## src/dep_ecc_fix.sv

```systemverilog
// Syndrome decode and single-bit correction
`timescale 1ns/10ps
module dep_ecc_fix (
	input  wire logic [63:0] data,
	input  wire logic [7:0]  syndrome,
	input  wire logic        eccMode,
	output logic      [63:0] fixed,
	output logic             sbe,
	output logic             mbe
);
	// Must match the generator's column table bit for bit
	function automatic logic [3:0] evenPat(input int k);
		case (k % 4)
			0:       return 4'hF;
			1:       return 4'hC;
			2:       return 4'hA;
			default: return 4'h6;
		endcase
	endfunction

	function automatic logic [7:0] colCode(input int i);
		int         n;
		int         j;
		logic [3:0] evenHalf;
		logic [3:0] oddHalf;
		n = (i / 4) % 8;
		j = i % 4;
		if (n < 4) begin
			evenHalf = evenPat(j + n);
			oddHalf  = 4'h1 << j;
		end else begin
			evenHalf = evenPat(j);
			oddHalf  = ~(4'h1 << (n - 4));
		end
		if (i < 32) begin
			return {evenHalf, oddHalf};
		end
		return {oddHalf, evenHalf};
	endfunction

	always_comb begin
		logic hit;
		hit   = 1'b0;
		fixed = data;
		sbe   = 1'b0;
		mbe   = 1'b0;
		if (!eccMode) begin
			// Parity cannot correct; any mismatch is uncorrectable
			mbe = (syndrome != 8'h00);
		end else if (syndrome != 8'h00) begin
			for (int i = 0; i < 64; i++) begin
				if (syndrome == colCode(i)) begin
					fixed[i] = ~data[i];
					hit      = 1'b1;
				end
			end
			// Check-bit error: single weight-one syndrome
			if ($countones(syndrome) == 1) begin
				hit = 1'b1;
			end
			sbe = hit;
			mbe = !hit;
		end
	end
endmodule

```

## config.mk

```make
export PLATFORM = sky130hd
export DESIGN_NAME = dep_ecc_fix
export DESIGN_NICKNAME = d
export VERILOG_FILES = /design/src/dep_ecc_fix.sv
export SDC_FILE = /design/constraint.sdc
export NUM_CORES = 1
export LEC_CHECK = 0
export ABC_AREA = 0
export BUFFER_PORTS_ARGS = -buffer_cell sky130_fd_sc_hd__buf_2
export CORE_ASPECT_RATIO = 1.4
export CORE_UTILIZATION = 44
export DETAILED_ROUTE_END_ITERATION = 6
export PLACE_DENSITY = 0.83
export SETUP_SLACK_MARGIN = 0.1
export SKIP_LAST_GASP = 1
export SLEW_MARGIN = 20
export SYNTH_ARGS = -nofsm -noshare
export SYNTH_HDL_FRONTEND = slang
export SYNTH_SLANG_ARGS = --single-unit
```

## constraint.sdc

```tcl
create_clock -name vclk -period 5.57
set_input_delay 0.557 -clock vclk [all_inputs]
set_output_delay 0.557 -clock vclk [all_outputs]
set_load 0.02 [all_outputs]
```

Yosys cells after proc, flatten, opt, wreduce, memory -nomap -nowiden. Index checks and enable logic that the tools add are counted.

Register bits: 0. Output and inout bits: 66.

Add/subtract/negate cells: 7. Muxes and demuxes: 259. Eq/ne operators: 65. Bitwise gates (word level): 64. Reduce and logical (&&, ||, !) cells: 2.

Operator list (count): $mux W8 (80); $eq A8 B8 Y1 (64); $mux W1 (137); $mux W64 (2); $mux W4 (24); $not A1 Y1 (64); $mux W7 (8); $mux W6 (4); $mux W5 (4); $add A1 B1 Y2 (4); $reduce_bool A8 Y1 (1); $add A2 B2 Y3 (2); $add A3 B3 Y4 (1); $eq A4 B1 Y1 const B (1); $logic_not A1 Y1 (1).

Longest topological paths before layout. Gate-level depths: netlist (run 1).

Depth after elaboration: 77. Depth in mapped cells: 15.

Least setup slack after synthesis (run 1). Ideal clock, no wire load.

Kind: input -> output. Start point: in syndrome[5]. End point: out mbe. Slack: 0.523 ns. Data required time: 5.013 ns. Cell stages on the path: 15. Arrival time: 4.490 ns. Buffers on the path: 2. Path through: buf_2 clkbuf_1 inv_1 fa_1 fa_1 inv_1 ha_1 fa_1 and2_1 a21oi_1 nor3b_1 a211o_1 a2111o_1 or4_1 a21boi_1.

Word-level cells in the longest chain between the ends: 71. Elaborated cells between the ends (all ways): 139. Classes of those cells: 3 x add/sub; 65 x eq/ne; 69 x mux; 2 x reduce/logical.

RTL lines: from (decl) (RTL line 5) `input wire logic [7:0] syndrome,`; $eq A8 B8 Y1 (RTL line 52) `if (syndrome == colCode(i)) begin`; $mux W1 (64 in series) (RTL line 52); $mux W1 (RTL line 58) `if ($countones(syndrome) == 1) begin`; $mux W1 (RTL line 50) `end else if (syndrome != 8'h00) begin`; $mux W1 (RTL line 47) `if (!eccMode) begin`; $logic_not A1 Y1 (RTL line 62) `mbe = !hit;`; $mux W1 (RTL line 50); $mux W1 (*) (RTL line 47); to (decl) (RTL line 9) `output logic mbe`.

Mark *: on every way between the ends. The rest lies on a longest branch, timed or not. The select of a mux whose other input is x is not followed.

Worst setup path after layout (run 1).
Start point: in syndrome[0]. End point: out sbe.

Word-level cells in the longest chain between the ends: 70. Elaborated cells between the ends (all ways): 138. Classes of those cells: 3 x add/sub; 65 x eq/ne; 69 x mux; 1 x reduce/logical.

RTL lines: $eq A8 B8 Y1 (RTL line 52); $mux W1 (64 in series) (RTL line 52); $mux W1 (RTL line 58); $mux W1 (RTL line 50); $mux W1 (RTL line 47); $mux W1 (*) (RTL line 50); $mux W1 (*) (RTL line 47); to (decl) (RTL line 8) `output logic sbe,`.

Marked as above.

==> impl_metrics.csv, run 1 <==
group,metric,value,unit
outcome,violations,"DRC",
power_and_ir_drop,p_int,81.4,uW
sta,worst_pin_slew,662,ps
sta,holdWs,1400,ps
drt,drt_iter0_drc,172,
synth,synthAdderAreaFrac,8.72,%
synth,yosys_warnings,0,
floorplan,ios,139,
sta,period_minus_slack,5280,ps
synth,syn_inst,298,
finish,drive_gt1_share,35.0,%
synth,synth.area.mux_share,4.43,%
synth,yosys.area_share.simple,35.2,%
clocking,cts_resized,0,
floorplan,chipHeight,80.2,um
synth,syn_area,1920,um^2
finish,fin_util,61.7,%
synth,synth_top_cells_by_area,"xor2_1 (30%), nor2_1 (13%), nand2_1 (5.3%)",
synth,synth_top_area_share,30.1,%
worst_setup_path,required,5010,ps
drt,first_pass_iters,7,
outcome,status,"finished, violations left",
synth,synth_top_family_by_area,"simple AND/OR/NAND/NOR gates",
synth,synth-xor-area-share,30.5,%
worst_setup_path,worstPathMaxFanout,4,
worst_setup_path,crit_type,"input pin to output pin",
drt,vias,2579,
worst_setup_path,endpoint,"sbe",
drt,ant_nets,0,
grt,track_usage,25.5,%
finish,antenna_cells,0,
grt,grt_pass1_vias,2173,
sta,fin_crit_sh,94.7,%
power_and_ir_drop,leakagePower,1.32,nW
synth,yosysSeqAreaShare,0,%
grt,grt_max_degree,25,
grt,antenna_found_initial,0,
run,maxCapViolCount,0,
worst_setup_path,crit_start,"syndrome[0]",
finish,fill_cells,395,
power_and_ir_drop,clockPowerShare,0,%
worst_setup_path,arrival,4720,ps
synth,yosys.area.top_type,"xor2_1",
place,io_buffers,139,
grt,grt_first_pass_wirelength,9830,um
power_and_ir_drop,pwr-share-comb,100.0,%
finish,final_common_cell,"buf_2",
worst_setup_path,cp-start-kind,"input pin",
synth,syn_nets,382,
floorplan,die-area,4640,um^2
finish,nFlopsAndLatches,0,
floorplan,die_x,57.9,um
sta,setup_viol,0,
power_and_ir_drop,cellPowerDensity,79.9,nW/um^2
place,gp_congestion,0.913,
power_and_ir_drop,peakVddDrop,0.0507,mV
floorplan,rows,28,
sta,relSlewSlack,55.7,%
power_and_ir_drop,total_power,207,uW
floorplan,initial_core_util,45.7,%
sta,finalHoldViolations,0,
floorplan,core,4200,um^2
place,hpwlAfterDp,5190,um
drt,routed_wl,6480,um
power_and_ir_drop,power_switching,126,uW
clocking,cts_setup_buffers,0,
power_and_ir_drop,pwr-share-seq,0,%
finish,seq_area,0,um^2
drt,drt_drc_violations_left,14,
drt,via_per_inst,5.55,
clocking,cts_hold_repair.buffers,0,
synth,synth_compound_area_share,14.2,%
finish,instances_no_fill,465,
sta,finalSetupTns,0,ps
finish,area_delta_synth_final,35.0,%
sta,rsz0062_at_grt,"no",
place,placedCellCount,465,
synth,synth.distinct_cells,41,
sta,timing.final.max_slew_violations,0,
grt,grt_overflow,0,
worst_setup_path,cp-end-kind,"output pin",
hold_path,hold_path_class,"input pin to output pin",
finish,nets,506,
power_and_ir_drop,swShare,60.7,%
finish,clkbuf_count,0,
drt,wl_per_cell,13.9,um
synth,avgSynthCellArea,6.45,um^2
sta,fmax,189,MHz
finish,layout.cells.most_common_list,"buf_2 (139), nor2_1 (68), xor2_1 (66)",
[power by group through the flow]
stage          clock [mW]  combinational [mW]  sequential (mW)
6_report                0               0.207                0
5_1_grt                 0               0.227                0
4_1_cts                 0               0.206                0
3_5_place_dp            0               0.206                0
3_3_place_gp            0               0.202                0
2_1_floorplan           0               0.132                0
[Yosys cell counts (all sizes together) (2+ instances only)]
library cell	count
nand4	8
a31oi	4
a21boi	3
a211o	2
nor2b	6
clkbuf	11
and2	4
xor2	66
inv	10
fa	4
mux2	4
or4	3
a211oi	4
ha	7
nand2b	6
nor2	68
nand2	27
a21oi	6
o21ai	6
nor3	3
o31ai	3
nand3	12
buf	8
and3	2
mux2i	4
nor4	6
o32ai	3
[worst max-delay path, stage by stage]
cell and delay (ps):
buf_2 130, fa_1 530, inv_1 50, fa_1 440, fa_1 490, inv_1 40, ha_1 200, fa_1 380
and2_1 150, a21oi_1 140, nor3b_1 70, a211o_1 270, a2111o_1 370, or4_1 550, and3_1 200, buf_2 150
[metrics by stage]
step,setup slack (ps),cell area [um^2]
2_1_floorplan,523,1920
3_3_place_gp,333,2590
3_5_place_dp,289,2590
4_1_cts,269,2590
5_1_grt,112,2590
6_report,293,2590
[worst min-delay path by stage]
stage / start / to / slack [ps] / depth (start not counted)
3_5_place_dp: data[1] / fixed[1] / 1400 / 3
5_1_grt: data[32] / fixed[32] / 1410 / 3
2_1_floorplan: data[0] / fixed[0] / 1240 / 1
4_1_cts: data[1] / fixed[1] / 1400 / 3
6_report: data[12] / fixed[12] / 1400 / 3
3_3_place_gp: data[47] / fixed[47] / 1400 / 3
[cells by family after synthesis]
logic type	Yosys count
AOI/OAI and AO/OA	37
xor gates and xnor gates	67
adders and majority gates	11
buffers and inverters	29
muxes	8
and+or+nand+nor	146
[metal layers]
| layer | wire [um] | track usage, % |
|---|---|---|
| met1 | 2420 | 30.3 |
| met2 | 3380 | 47.2 |
| met3 | 586 | 2.42 |
| met4 | 97 | 7.62 |
| met5 | 0 | 0 |
[layout make-up]
cell class         instances  area (um^2)  area share (%)
repair buffers           141          711            27.4
multi-input cells        269         1790            69.0
well taps                 45         56.3            2.17
inverters                 10         37.5            1.45
No activity file was read; power rests on OpenSTA's default activity.
==> inputs of run 2 (changes only) <==
--- a/config.mk
+++ b/config.mk
@@ -10,7 +10,7 @@
 export CORE_ASPECT_RATIO = 1.4
 export CORE_UTILIZATION = 44
 export DETAILED_ROUTE_END_ITERATION = 6
-export PLACE_DENSITY = 0.83
+export PLACE_DENSITY = 0.86
 export SETUP_SLACK_MARGIN = 0.1
 export SKIP_LAST_GASP = 1
 export SLEW_MARGIN = 20
==> impl_metrics.csv, run 2 (synthesis gave the netlist of run 1 again) <==
group,metric,value,unit
place,placedCellCount,465,
drt,vias,2563,
place,hpwlAfterDp,5350,um
drt,ant_nets,0,
grt,grt_max_degree,25,
sta,finalHoldViolations,0,
power_and_ir_drop,leakagePower,1.32,nW
grt,grt_first_pass_wirelength,10100,um
finish,fill_cells,390,
sta,fin_ws,263,ps
floorplan,die_x,57.9,um
clocking,cts_setup_buffers,0,
place,gp_congestion,0.944,
power_and_ir_drop,total_power,210,uW
drt,wl_per_cell,14.3,um
finish,seq_area,0,um^2
finish,nets,506,
finish,final_common_cell,"buf_2",
sta,rsz0062_at_grt,"no",
finish,area_delta_synth_final,35.0,%
worst_setup_path,cp-end-kind,"output pin",
floorplan,initial_core_util,45.7,%
power_and_ir_drop,cellPowerDensity,80.8,nW/um^2
sta,finalSetupTns,0,ps
sta,relSlewSlack,55.6,%
sta,fin_crit_sh,95.3,%
finish,multi_input_area,1790,um^2
worst_setup_path,required,5010,ps
finish,antenna_cells,0,
power_and_ir_drop,peakVddDrop,0.0479,mV
grt,track_usage,26.7,%
outcome,violations,"DRC",
finish,nFlopsAndLatches,0,
run,maxCapViolCount,0,
sta,timing.final.max_slew_violations,0,
grt,grt_pass1_vias,2220,
worst_setup_path,crit_type,"input pin to output pin",
place,dp_slack,288,ps
drt,first_pass_iters,6,
drt,routed_wl,6670,um
floorplan,die-area,4640,um^2
floorplan,chipHeight,80.2,um
place,placed_area,2590,um^2
place,io_buffers,139,
clocking,cts_resized,0,
floorplan,ios,139,
grt,antenna_found_initial,0,
sta,holdWs,1400,ps
worst_setup_path,worstPathMaxFanout,4,
finish,clkbuf_count,0,
sta,worst_pin_slew,663,ps
sta,fmax,188,MHz
drt,drt_drc_violations_left,14,
clocking,cts_hold_repair.buffers,0,
finish,instances_no_fill,465,
drt,via_per_inst,5.51,
grt,grt_overflow,0,
hold_path,hold_path_class,"input pin to output pin",
finish,fin_area,2590,um^2
worst_setup_path,cp-start-kind,"input pin",
finish,layout.cells.most_common_list,"buf_2 (139), nor2_1 (68), xor2_1 (66)",
finish,fin_util,61.7,%
drt,drt_iter0_drc,175,
outcome,status,"finished, violations left",
worst_setup_path,arrival,4750,ps
sta,period_minus_slack,5310,ps
finish,drive_gt1_share,35.0,%
floorplan,rows,28,
sta,setup_viol,0,
floorplan,core,4200,um^2
run 2: cell counts in the layout (fill, tap and decap cells not counted):
Identical to the previous run, type by type.
run 2: layout make-up:
type | count | share of cell area (%)
multi-input cells | 269 | 69.0
repair buffers | 141 | 27.4
inverters | 10 | 1.45
well taps | 45 | 2.17
run 2: worst paths after layout:
kind,slack [ps],startpoint,depth (start not counted),to
setup / recovery,260,syndrome[0],16,sbe
hold / removal,1400,data[58],3,fixed[58]
run 2: per-layer routing:
metal	routed length (um)	track usage [%]	vias up	part of all wire [%]
met2	3330	48.5	172	50
met1	2490	32.5	1121	37
met4	180	9.05	0	2.7
met3	675	1.77	20	10
li1	-	-	1250	-
met5	0	0	-	0
run 2: worst max-delay path, cell delays in order:
cell and delay (ps):
buf_2 130, fa_1 530, inv_1 50, fa_1 440, fa_1 490, inv_1 40
ha_1 200, fa_1 400, and2_1 160, a21oi_1 140, nor3b_1 70, a211o_1 280
a2111o_1 370, or4_1 540, and3_1 200, buf_2 150
run 2: power breakdown:
group / switching (mW) / internal (mW) / leakage (nW)
clock: 0 / 0 / 0
sequential: 0 / 0 / 0
combinational: 0.127 / 0.0822 / 1.32
total: 0.127 / 0.0822 / 1.32
